`src/csac_regs.vh`:
```
// Register offsets, fields, reset values and timing counts of the core status and auxiliary control block
`ifndef CSAC_REGS_VH
`define CSAC_REGS_VH
`define CSAC_ADDR_AUX       8'h8E
`define CSAC_ADDR_PTRBOOT   8'hA2
`define CSAC_ADDR_STATUS    8'hD0
`define CSAC_ADDR_PTR_HIGH  8'h83
`define CSAC_ADDR_PTR_LOW   8'h84
`define CSAC_STATUS_RESET   8'h00
`define CSAC_AUX_RESET      8'h0D
`define CSAC_PTRBOOT_RESET  8'h00
`define CSAC_SW_FULL_CARRY  7
`define CSAC_SW_HALF_CARRY  6
`define CSAC_SW_USER_ZERO   5
`define CSAC_SW_BANK_HI     4
`define CSAC_SW_BANK_LO     3
`define CSAC_SW_RANGE       2
`define CSAC_SW_USER_ONE    1
`define CSAC_SW_PARITY      0
`define CSAC_AX_RESERVED    7
`define CSAC_AX_WIDE        6
`define CSAC_AX_STRETCH     5
`define CSAC_AX_PHSUP       4
`define CSAC_AX_SIZE_HI     3
`define CSAC_AX_SIZE_LO     2
`define CSAC_AX_OFFCHIP     1
`define CSAC_AX_LATCH_GATE  0
`define CSAC_PB_PTR_SEL     0
`define CSAC_PB_WMASK       8'h29
`define CSAC_STROBE_SHORT   4'd3
`define CSAC_STROBE_LONG    4'd15
`define CSAC_LATCH_DIV      2'd3
`define CSAC_SIZE_256       12'h100
`define CSAC_SIZE_512       12'h200
`define CSAC_SIZE_1K        12'h400
`define CSAC_SIZE_2K        12'h800
`endif

```
`src/csac_bus_timer.v`:
```
// External move strobe and address latch pulse timing
`timescale 1ns/1ps
`include "csac_regs.vh"
module csac_bus_timer (
  // Clock and reset
  input  wire       clk_sys,
  input  wire       rst_n,
  // Control
  input  wire       stretch,
  input  wire       latch_gate,
  input  wire       move_start,
  // Timing outputs
  output reg        strobe_q,
  output reg        latch_q,
  output wire       busy
);
  reg  [3:0] strobe_cnt_q;
  reg  [3:0] strobe_cnt_d;
  reg  [1:0] div_cnt_q;
  reg        move_latch_q;

  assign busy = strobe_q | move_latch_q;

  always @*
  begin
    strobe_cnt_d = strobe_cnt_q;
    if (move_start && !busy)
      strobe_cnt_d = stretch ? `CSAC_STROBE_LONG : `CSAC_STROBE_SHORT;
    else if (strobe_cnt_q != 4'h0)
      strobe_cnt_d = strobe_cnt_q - 4'h1;
  end

  always @(posedge clk_sys or negedge rst_n)
  begin
    if (!rst_n)
    begin
      strobe_cnt_q <= 4'h0;
      strobe_q     <= 1'b0;
      div_cnt_q    <= 2'h0;
      latch_q      <= 1'b0;
      move_latch_q <= 1'b0;
    end
    else
    begin
      move_latch_q <= move_start && !busy;
      strobe_cnt_q <= strobe_cnt_d;
      strobe_q     <= move_latch_q | (strobe_cnt_q != 4'h0);
      div_cnt_q    <= (div_cnt_q == `CSAC_LATCH_DIV - 2'd1) ? 2'h0 : div_cnt_q + 2'h1;
      if (latch_gate)
        latch_q <= move_start && !busy;
      else
        latch_q <= (div_cnt_q == 2'h0);
    end
  end
endmodule // csac_bus_timer

```
`src/csac_core_regs.v`:
```
// Status word, auxiliary control, pointer select and external move routing
`timescale 1ns/1ps
`include "csac_regs.vh"
module csac_core_regs (
  // Clock and reset
  input  wire        clk_sys,
  input  wire        rst_n,
  // Special-function access
  input  wire [7:0]  sfr_addr,
  input  wire        sfr_wr,
  input  wire [7:0]  sfr_wdata,
  output reg  [7:0]  sfr_rdata,
  // ALU flag updates
  input  wire [7:0]  main_operand_register,
  input  wire        carry_upd,
  input  wire        carry_in,
  input  wire        half_upd,
  input  wire        half_in,
  input  wire        range_upd,
  input  wire        range_in,
  // External move request
  input  wire        move_req,
  input  wire        move_ptr,
  input  wire [7:0]  upper_address_port_sfr,
  // Status outputs
  output wire [1:0]  working_bank_select,
  output wire        wide_transfer_enable,
  output wire        pointer_select,
  output wire [11:0] onchip_memory_bytes,
  // External move outputs
  output reg         move_onchip_q,
  output reg         move_offchip_q,
  output reg  [15:0] move_addr_q,
  output reg  [7:0]  upper_address_port_q,
  output wire        rw_strobe,
  output wire        addr_latch_strobe,
  output wire        move_busy
);
  reg  [7:0]  status_q;
  reg  [7:0]  status_d;
  reg  [7:0]  aux_q;
  reg  [7:0]  ptrboot_q;
  reg  [15:0] ptr0_q;
  reg  [15:0] ptr1_q;
  reg  [11:0] size_bytes;
  reg  [15:0] eff_addr;
  reg         go_onchip;
  wire [15:0] ptr_cur;
  wire        wr_status;
  wire        wr_aux;
  wire        wr_ptrboot;
  wire        wr_ptr_high;
  wire        wr_ptr_low;
  wire        move_accept;
  wire        move_start_offchip;

  // Write decode per register
  assign wr_status          = sfr_wr && (sfr_addr == `CSAC_ADDR_STATUS);
  assign wr_aux             = sfr_wr && (sfr_addr == `CSAC_ADDR_AUX);
  assign wr_ptrboot         = sfr_wr && (sfr_addr == `CSAC_ADDR_PTRBOOT);
  assign wr_ptr_high        = sfr_wr && (sfr_addr == `CSAC_ADDR_PTR_HIGH);
  assign wr_ptr_low         = sfr_wr && (sfr_addr == `CSAC_ADDR_PTR_LOW);
  assign move_accept        = move_req && !move_busy;
  assign move_start_offchip = move_req && !go_onchip;

  assign working_bank_select  = status_q[`CSAC_SW_BANK_HI:`CSAC_SW_BANK_LO];
  assign wide_transfer_enable = aux_q[`CSAC_AX_WIDE];
  assign pointer_select       = ptrboot_q[`CSAC_PB_PTR_SEL];
  assign onchip_memory_bytes  = size_bytes;
  assign ptr_cur  = pointer_select ? ptr1_q : ptr0_q;

  // Move address: pointer or port byte with operand byte
  always @*
  begin
    if (move_ptr)
      eff_addr = ptr_cur;
    else
      eff_addr = {upper_address_port_sfr, main_operand_register};
  end

  // Expanded memory size decode
  always @*
  begin
    case (aux_q[`CSAC_AX_SIZE_HI:`CSAC_AX_SIZE_LO])
      2'b00:   size_bytes = `CSAC_SIZE_256;
      2'b01:   size_bytes = `CSAC_SIZE_512;
      2'b10:   size_bytes = `CSAC_SIZE_1K;
      default: size_bytes = `CSAC_SIZE_2K;
    endcase
  end

  // Expanded memory hit below the selected size
  always @*
  begin
    go_onchip = 1'b0;
    if (!aux_q[`CSAC_AX_OFFCHIP])
      go_onchip = (eff_addr < {4'h0, size_bytes});
  end

  // Status next value, hardware flags applied last
  always @*
  begin
    status_d = status_q;
    if (wr_status)
      status_d = sfr_wdata;
    if (carry_upd)
      status_d[`CSAC_SW_FULL_CARRY] = carry_in;
    if (half_upd)
      status_d[`CSAC_SW_HALF_CARRY] = half_in;
    if (range_upd)
      status_d[`CSAC_SW_RANGE] = range_in;
    status_d[`CSAC_SW_PARITY] = ^main_operand_register;
  end

  // Status word
  always @(posedge clk_sys or negedge rst_n)
  begin
    if (!rst_n)
      status_q <= `CSAC_STATUS_RESET;
    else
      status_q <= status_d;
  end

  // Auxiliary control, reserved bit held at zero
  always @(posedge clk_sys or negedge rst_n)
  begin
    if (!rst_n)
      aux_q <= `CSAC_AUX_RESET;
    else if (wr_aux)
      aux_q <= {1'b0, sfr_wdata[6:0]};
  end

  // Pointer select and boot control, writable bits only
  always @(posedge clk_sys or negedge rst_n)
  begin
    if (!rst_n)
      ptrboot_q <= `CSAC_PTRBOOT_RESET;
    else if (wr_ptrboot)
      ptrboot_q <= sfr_wdata & `CSAC_PB_WMASK;
  end

  // Data pointer 0, written while pointer select is clear
  always @(posedge clk_sys or negedge rst_n)
  begin
    if (!rst_n)
      ptr0_q <= 16'h0000;
    else if (!pointer_select)
    begin
      if (wr_ptr_high)
        ptr0_q[15:8] <= sfr_wdata;
      if (wr_ptr_low)
        ptr0_q[7:0] <= sfr_wdata;
    end
  end

  // Data pointer 1, written while pointer select is set
  always @(posedge clk_sys or negedge rst_n)
  begin
    if (!rst_n)
      ptr1_q <= 16'h0000;
    else if (pointer_select)
    begin
      if (wr_ptr_high)
        ptr1_q[15:8] <= sfr_wdata;
      if (wr_ptr_low)
        ptr1_q[7:0] <= sfr_wdata;
    end
  end

  // Register read mux
  always @*
  begin
    case (sfr_addr)
      `CSAC_ADDR_STATUS:   sfr_rdata = status_q;
      `CSAC_ADDR_AUX:      sfr_rdata = {1'b0, aux_q[6:0]};
      `CSAC_ADDR_PTRBOOT:  sfr_rdata = ptrboot_q;
      `CSAC_ADDR_PTR_HIGH: sfr_rdata = ptr_cur[15:8];
      `CSAC_ADDR_PTR_LOW:  sfr_rdata = ptr_cur[7:0];
      default:             sfr_rdata = 8'h00;
    endcase
  end

  // Move routing pulses
  always @(posedge clk_sys or negedge rst_n)
  begin
    if (!rst_n)
    begin
      move_onchip_q  <= 1'b0;
      move_offchip_q <= 1'b0;
    end
    else
    begin
      move_onchip_q  <= move_accept && go_onchip;
      move_offchip_q <= move_accept && !go_onchip;
    end
  end

  // Move address and upper port value
  always @(posedge clk_sys or negedge rst_n)
  begin
    if (!rst_n)
    begin
      move_addr_q          <= 16'h0000;
      upper_address_port_q <= 8'h00;
    end
    else if (move_accept)
    begin
      move_addr_q <= eff_addr;
      if (move_ptr && !aux_q[`CSAC_AX_PHSUP])
        upper_address_port_q <= ptr_cur[15:8];
      else
        upper_address_port_q <= upper_address_port_sfr;
    end
  end

  // Strobe and latch pulse timing
  csac_bus_timer u_timer (
    .clk_sys    (clk_sys),
    .rst_n      (rst_n),
    .stretch    (aux_q[`CSAC_AX_STRETCH]),
    .latch_gate (aux_q[`CSAC_AX_LATCH_GATE]),
    .move_start (move_start_offchip),
    .strobe_q   (rw_strobe),
    .latch_q    (addr_latch_strobe),
    .busy       (move_busy)
  );
endmodule // csac_core_regs

```
`config.mk`:
```
export PLATFORM = sky130hd
export DESIGN_NAME = csac_core_regs
export DESIGN_NICKNAME = d
export VERILOG_FILES = /design/src/csac_bus_timer.v /design/src/csac_core_regs.v
export VERILOG_INCLUDE_DIRS = /design/src
export SDC_FILE = /design/constraint.sdc
export NUM_CORES = 1
export LEC_CHECK = 0
export BUFFER_PORTS_ARGS = -buffer_cell sky130_fd_sc_hd__buf_2
export CAP_MARGIN = 30
export CELL_PAD_IN_SITES_DETAIL_PLACEMENT = 0
export CELL_PAD_IN_SITES_GLOBAL_PLACEMENT = 1
export CORE_AREA = 2 2 104 106
export DETAILED_ROUTE_END_ITERATION = 12
export DIE_AREA = 0 0 106 108
export GPL_ROUTABILITY_DRIVEN = 0
export PLACE_DENSITY = 0.87
export SYNTH_ARGS = -nofsm -noshare
export SYNTH_HDL_FRONTEND = slang
export SYNTH_SLANG_ARGS = --single-unit
```
`constraint.sdc`:
```
create_clock -name clk_sys -period 3.5 [get_ports clk_sys]
set_clock_uncertainty 0.15 [all_clocks]
set_input_delay 0.7 -clock clk_sys [delete_from_list [all_inputs] [get_ports clk_sys]]
set_output_delay 0.7 -clock clk_sys [all_outputs]
set_load 0.03 [all_outputs]
```
== Yosys cells after proc, flatten, opt, wreduce, memory -nomap -nowiden ==
Index checks and enable logic that the tools add are counted.

* Mux-type cells: 15
* Reductions and logical operators: 26
* Magnitude comparators: 1
* Add/sub/neg operators: 2
* Bitwise operators: 3
* Equal/unequal tests: 8

{| class="wikitable"
|+ Operators with widths
! operator !! count
|-
| $eq 8x8->1 const B || 5
|-
| $pmux 8 s5 || 1
|-
| $pmux 12 s3 || 1
|-
| $mux 16 || 2
|-
| $lt 16x12->1 || 1
|-
| $mux 8 || 2
|-
| $mux 4 || 3
|-
| $logic_and 1x1->1 || 11
|-
| $reduce_and 2->1 || 4
|-
| $reduce_bool 2->1 || 4
|-
| $reduce_xor 8->1 || 1
|-
| $mux 1 || 5
|-
| $eq 2x2->1 const B || 2
|-
| $logic_not 2->1 || 2
|-
| $reduce_bool 4->1 || 1
|-
| $sub 4x1->4 const B || 1
|-
| $logic_not 1->1 || 3
|-
| $add 2x1->2 const B || 1
|-
| $eq 2x1->1 const B || 1
|-
| $mux 2 || 1
|-
| $or 1x1->1 || 2
|-
| $not 1->1 || 1
|}

* Word-level logic and storage cells: 75
* Register bits: 85
* Output and inout bits: 53

== Depth between registers and ports, before layout ==
* Depth in word-level cells: 8
* Gate-level depth with buffers: 10
* Depth with buffers taken out: 8

== Cells and area by module ==
A second synthesis with hierarchy kept.

* Cells, all modules: 380
* Area, all modules: 4325.4 µm²

{| class="wikitable"
|+ Modules (own cells, without submodules)
! module !! area an instance (µm²) !! cells each !! instances
|-
| csac_core_regs || 3922.5 || 345 || 1
|-
| csac_bus_timer || 402.9 || 35 || 1
|}

== Least setup slack after synthesis ==
No wires, ideal clock.

* Path type: reg2reg
* Start: register ptrboot_q[0]
* End: register u_timer.strobe_cnt_q[2]
* Cell stages (with the launch flop): 11
* Clock period less this slack: 2.928 ns
* Arrival time: 2.653 ns
* Path buffers: 2
* Setup slack: 0.572 ns
* Setup time: 0.125 ns
* Cell sequence: dfrtp_1 > buf_6 > buf_2 > mux2i_1 > a21oi_1 > ha_1 > a211o_1 > a211oi_1 > and4_1 > a21oi_2 > mux2_2

* Longest elaborated chain between the ends: 8

{| class="wikitable"
|+ Ends and longest elaborated chain
! item !! RTL line !! text
|-
| from (decl) || csac_core_regs.v:42 || <nowiki>reg [7:0] ptrboot_q;</nowiki>
|-
| from (signal assigned) || csac_core_regs.v:137 || <nowiki>ptrboot_q <= `CSAC_PTRBOOT_RESET;</nowiki>
|-
| from (signal assigned) || csac_core_regs.v:139 || <nowiki>ptrboot_q <= sfr_wdata & `CSAC_PB_WMASK;</nowiki>
|-
| $mux 16 (*) || csac_core_regs.v:70 || <nowiki>assign ptr_cur = pointer_select ? ptr1_q : ptr0_q;</nowiki>
|-
| $mux 16 (*) || csac_core_regs.v:75 || <nowiki>if (move_ptr)</nowiki>
|-
| named net eff_addr[11] || csac_core_regs.v:46 || <nowiki>reg [15:0] eff_addr;</nowiki>
|-
| $lt 16x12->1 (*) || csac_core_regs.v:97 || <nowiki>go_onchip = (eff_addr < {4'h0, size_bytes});</nowiki>
|-
| $mux 1 (*) || csac_core_regs.v:96 || <nowiki>if (!aux_q[`CSAC_AX_OFFCHIP])</nowiki>
|-
| $logic_not 1->1 (*) || csac_core_regs.v:64 || <nowiki>assign move_start_offchip = move_req && !go_onchip;</nowiki>
|-
| $logic_and 1x1->1 (*) || csac_core_regs.v:64 ||
|-
| $logic_and 1x1->1 (*) || csac_bus_timer.v:27 || <nowiki>if (move_start && !busy)</nowiki>
|-
| $mux 4 / $reduce_bool 2->1 (equally long branches) || - ||
|-
| to (signal assigned) || csac_bus_timer.v:46 || <nowiki>strobe_cnt_q <= strobe_cnt_d;</nowiki>
|-
| to (decl) || csac_bus_timer.v:17 || <nowiki>reg [3:0] strobe_cnt_q;</nowiki>
|}

Mark *: on every way through the listed nets, which the timed path passes. The rest lies on a longest branch.
A chain may end at the register's enable or synchronous reset.

== Worst setup path after layout ==
* Start: register ptrboot_q[0]
* End: output port sfr_rdata[2]

* Longest elaborated chain between the ends: 2

{| class="wikitable"
|+ Ends and longest elaborated chain
! item !! RTL line !! text
|-
| $mux 16 || csac_core_regs.v:70 ||
|-
| $pmux 8 s5 || csac_core_regs.v:173 || <nowiki>case (sfr_addr)</nowiki>
|-
| to (decl) || csac_core_regs.v:12 || <nowiki>output reg [7:0] sfr_rdata,</nowiki>
|}

No other way between the ends.

==> impl_metrics.ini <==
[outcome]
status = complete, no violations

[sta]
final.min_clock_period_ns = 2.98
tns_ns = 0
maxSlewViolCount = 0
whs_ns = 0.128
hold_viol = 0
worst_slew_pin_slew_ns = 0.601
slew_headroom_pct = 59.9
fin_crit_sh_pct = 85.2
fmax_ghz = 0.335
finalSetupViolCount = 0
rsz0062_at_grt = no

[setup_path]
slowest_stage = dfrtp_1
crit_buf_inv = 2
r2r_slack_ns = 0.78
crit_required_ns = 2.65
crit_type = register to output port
crit_fanout = 8
start_kind = register
path_delay_family = compound AO/OA/AOI/OAI gates
cp_cell_sequence = buf_4, mux2_2, a22o_1, a221o_1, buf_2
critPathArrivalTime_ns = 2.13
worst_path_largest_cell_delay_ns = 0.43
end_kind = output port

[cts]
clkTransAtPathRegs_ns = 0.08
h-tree-depth = 3
clock_latency_ns = 0.35
root_buffer = clkbuf_8
holdBufCountCts = 0
post_cts_buffers = 0
cts_resized = 0
cts.sinks = 85
cts_tree = built
cts_buffers = 9
clk_path_buf_depth = 2

[routing]
drc = 0
drt-pass1-iter-count = 4
num_vias = 3156
routed_wl_mm = 10.3
wl_per_cell_um = 17.4
vias_per_cell = 5.31
ant_nets = 0
drt_iter0_drc = 170

[global_routing]
grt_pass1_wl_mm = 16.7
grt_use_met3_pct = 4.04
grt_start_max_net_pins = 55
groute.layer.met2.usage_pct = 28.1
first_global_vias = 3136
grt_busiest_layer = met2
grt_usage_pct = 19.1
grt_overflow = 0
antenna_found_initial = 0
grtUsageMet1_pct = 27.4

[finish]
layout-drive-gt1-share_pct = 39.3
nets = 501
n_fill_cell = 939
multiInputGateArea_um2 = 1950
fin_cells = 594
regArea_um2 = 2130
diodes = 0
area_delta_synth_final_pct = 18.4

[floorplanning]
die_area_um2 = 11400
fp.dieH_um = 108
start_util_pct = 41.4
coreArea_um2 = 10200
die_w_um = 106
boundaryPins = 96
rows = 37

[placement]
port_buffers = 87
place_inst = 578
post-dp-hpwl_mm = 7.87

[synth]
synth_cells = 363
ys_seq_area_share_pct = 50.3
ys.warnings.count = 0
synth_edf_count = 0
syn_area_um2 = 4230
synth-main-ff-cell = dfrtp_1
ys_ff_latch = 85
ys_types = 44
syn_avg_cell_area_um2 = 11.7
async_flop_share_pct = 100

[pwr]
sw_frac_of_total_pct = 34.5
ir_drop_mv = 0.321
comb_power_share_pct = 29.2
leakage_nw = 2.56
seq_power_share_pct = 44.2
power_per_cell_area_nw_per_um2 = 555
switching_power_w = 0.000962
power_frac_clock_pct = 26.6
internal_power_w = 0.00182

[flow_run]
maxCapViolCount = 0

[min_path]
hp-class = input port to asynchronous set/reset pin
## cells in the mapped netlist, types with 6 or more instances
cell | n | area [µm²]
a21oi_1 | 10 | 50.1
a22oi_1 | 9 | 67.6
buf_4 | 11 | 82.6
clkbuf_1 | 7 | 26.3
dfrtp_1 | 82 | 2050
inv_1 | 8 | 30.0
mux2_2 | 55 | 619
mux2_4 | 8 | 120
mux2i_1 | 22 | 220
nand2_1 | 28 | 105
nor2_1 | 21 | 78.8
nor2b_1 | 6 | 37.5
o21ai_0 | 27 | 135
xnor2_1 | 7 | 61.3
## kinds of logic (layout without fill, tap and decap cells)
group / count (synthesis) / in the layout / share of synthesized area (%)
multiplexers: 85 / 85 / 22.7
AND/OR/NAND/NOR: 80 / 80 / 9.43
other: 1 / 8 / 0.0886
adder cells (fa/ha/maj): 5 / 5 / 1.48
AO/OA/AOI/OAI: 67 / 67 / 10.1
flip-flops: 85 / 85 / 50.3
XOR/XNOR: 8 / 8 / 1.65
buffers and inverters: 32 / 120 / 4.26
## sequential cells by signal (all words and copies together) (netlist names)
| signal | count |
|---|---|
| status_q | 8 |
| u_timer.div_cnt_q | 2 |
| move_offchip_q | 1 |
| u_timer.strobe_q | 1 |
| u_timer.latch_q | 1 |
| upper_address_port_q | 8 |
| move_onchip_q | 1 |
| u_timer.move_latch_q | 1 |
| ptrboot_q | 3 |
| ptr1_q | 16 |
| u_timer.strobe_cnt_q | 4 |
| move_addr_q | 16 |
| ptr0_q | 16 |
| aux_q | 7 |
## worst paths after layout
check                                      from                 endpoint  depth (start not counted)
hold / removal                            rst_n  upper_address_port_q[5]                          1
hold reg to reg            u_timer.div_cnt_q[1]     u_timer.div_cnt_q[1]                          1
setup reg to reg                   ptrboot_q[0]  u_timer.strobe_cnt_q[3]                          9
min in group clk_sys       u_timer.div_cnt_q[1]     u_timer.div_cnt_q[1]                          1
setup / recovery                   ptrboot_q[0]             sfr_rdata[2]                          5
max in group asynchronous                 rst_n                 aux_q[3]                          2
## cell type report
type	instances	share of cell area [%]
Sequential cell	85	42.5
Clock inverter	4	1.45
Tap cell	136	3.39
Multi-Input combinational cell	253	38.9
Clock buffer	12	2.70
Inverter	8	0.599
Timing Repair Buffer	96	10.5
## per-layer routing
layer  wire (µm)  part of all wire [%]
met5           0                     0
met4         288                   2.8
met3         706                   6.8
met2        4500                    44
met1        4830                    47
## stage by stage
step | worst slack (ns) | total power [W] | area [µm²] | util (%)
2_1_floorplan | 0.572 | 0.00180 | 4260 | -
3_3_place_gp | 0.543 | 0.00203 | 4780 | 46.7
5_1_grt | 0.422 | 0.00294 | 5010 | 49.0
3_5_place_dp | 0.523 | 0.00207 | 4810 | 47.0
6_report | 0.517 | 0.00279 | 5010 | 49.0
4_1_cts | 0.502 | 0.00280 | 5010 | 49.0
## power by group through the flow
stage / combinational [W] / clock, W / sequential [W]
2_1_floorplan: 0.000350 / 0 / 0.00145
3_3_place_gp: 0.000791 / 0 / 0.00124
3_5_place_dp: 0.000818 / 0 / 0.00125
4_1_cts: 0.000818 / 0.000752 / 0.00123
5_1_grt: 0.000890 / 0.000797 / 0.00125
6_report: 0.000813 / 0.000742 / 0.00123
## cells in the final DEF (no fill, tap or decap), drive strengths merged, types with 2 or more instances in the layout
cell type and count:
buf 96, dfrtp 82, mux2 63, nand2 30
o21ai 27, mux2i 22, nor2 21, clkbuf 12
a21oi 11, a22oi 9, inv 8, conb 8
xnor2 7, nor2b 6, nand2b 5, nand3 5
ha 5, a22o 4, a21o 4, nor3 4
a211oi 3, a221o 3, dfstp 3, a211o 2
and4 2, or3 2, bufinv 2
(Power assumes the default switching activity.)
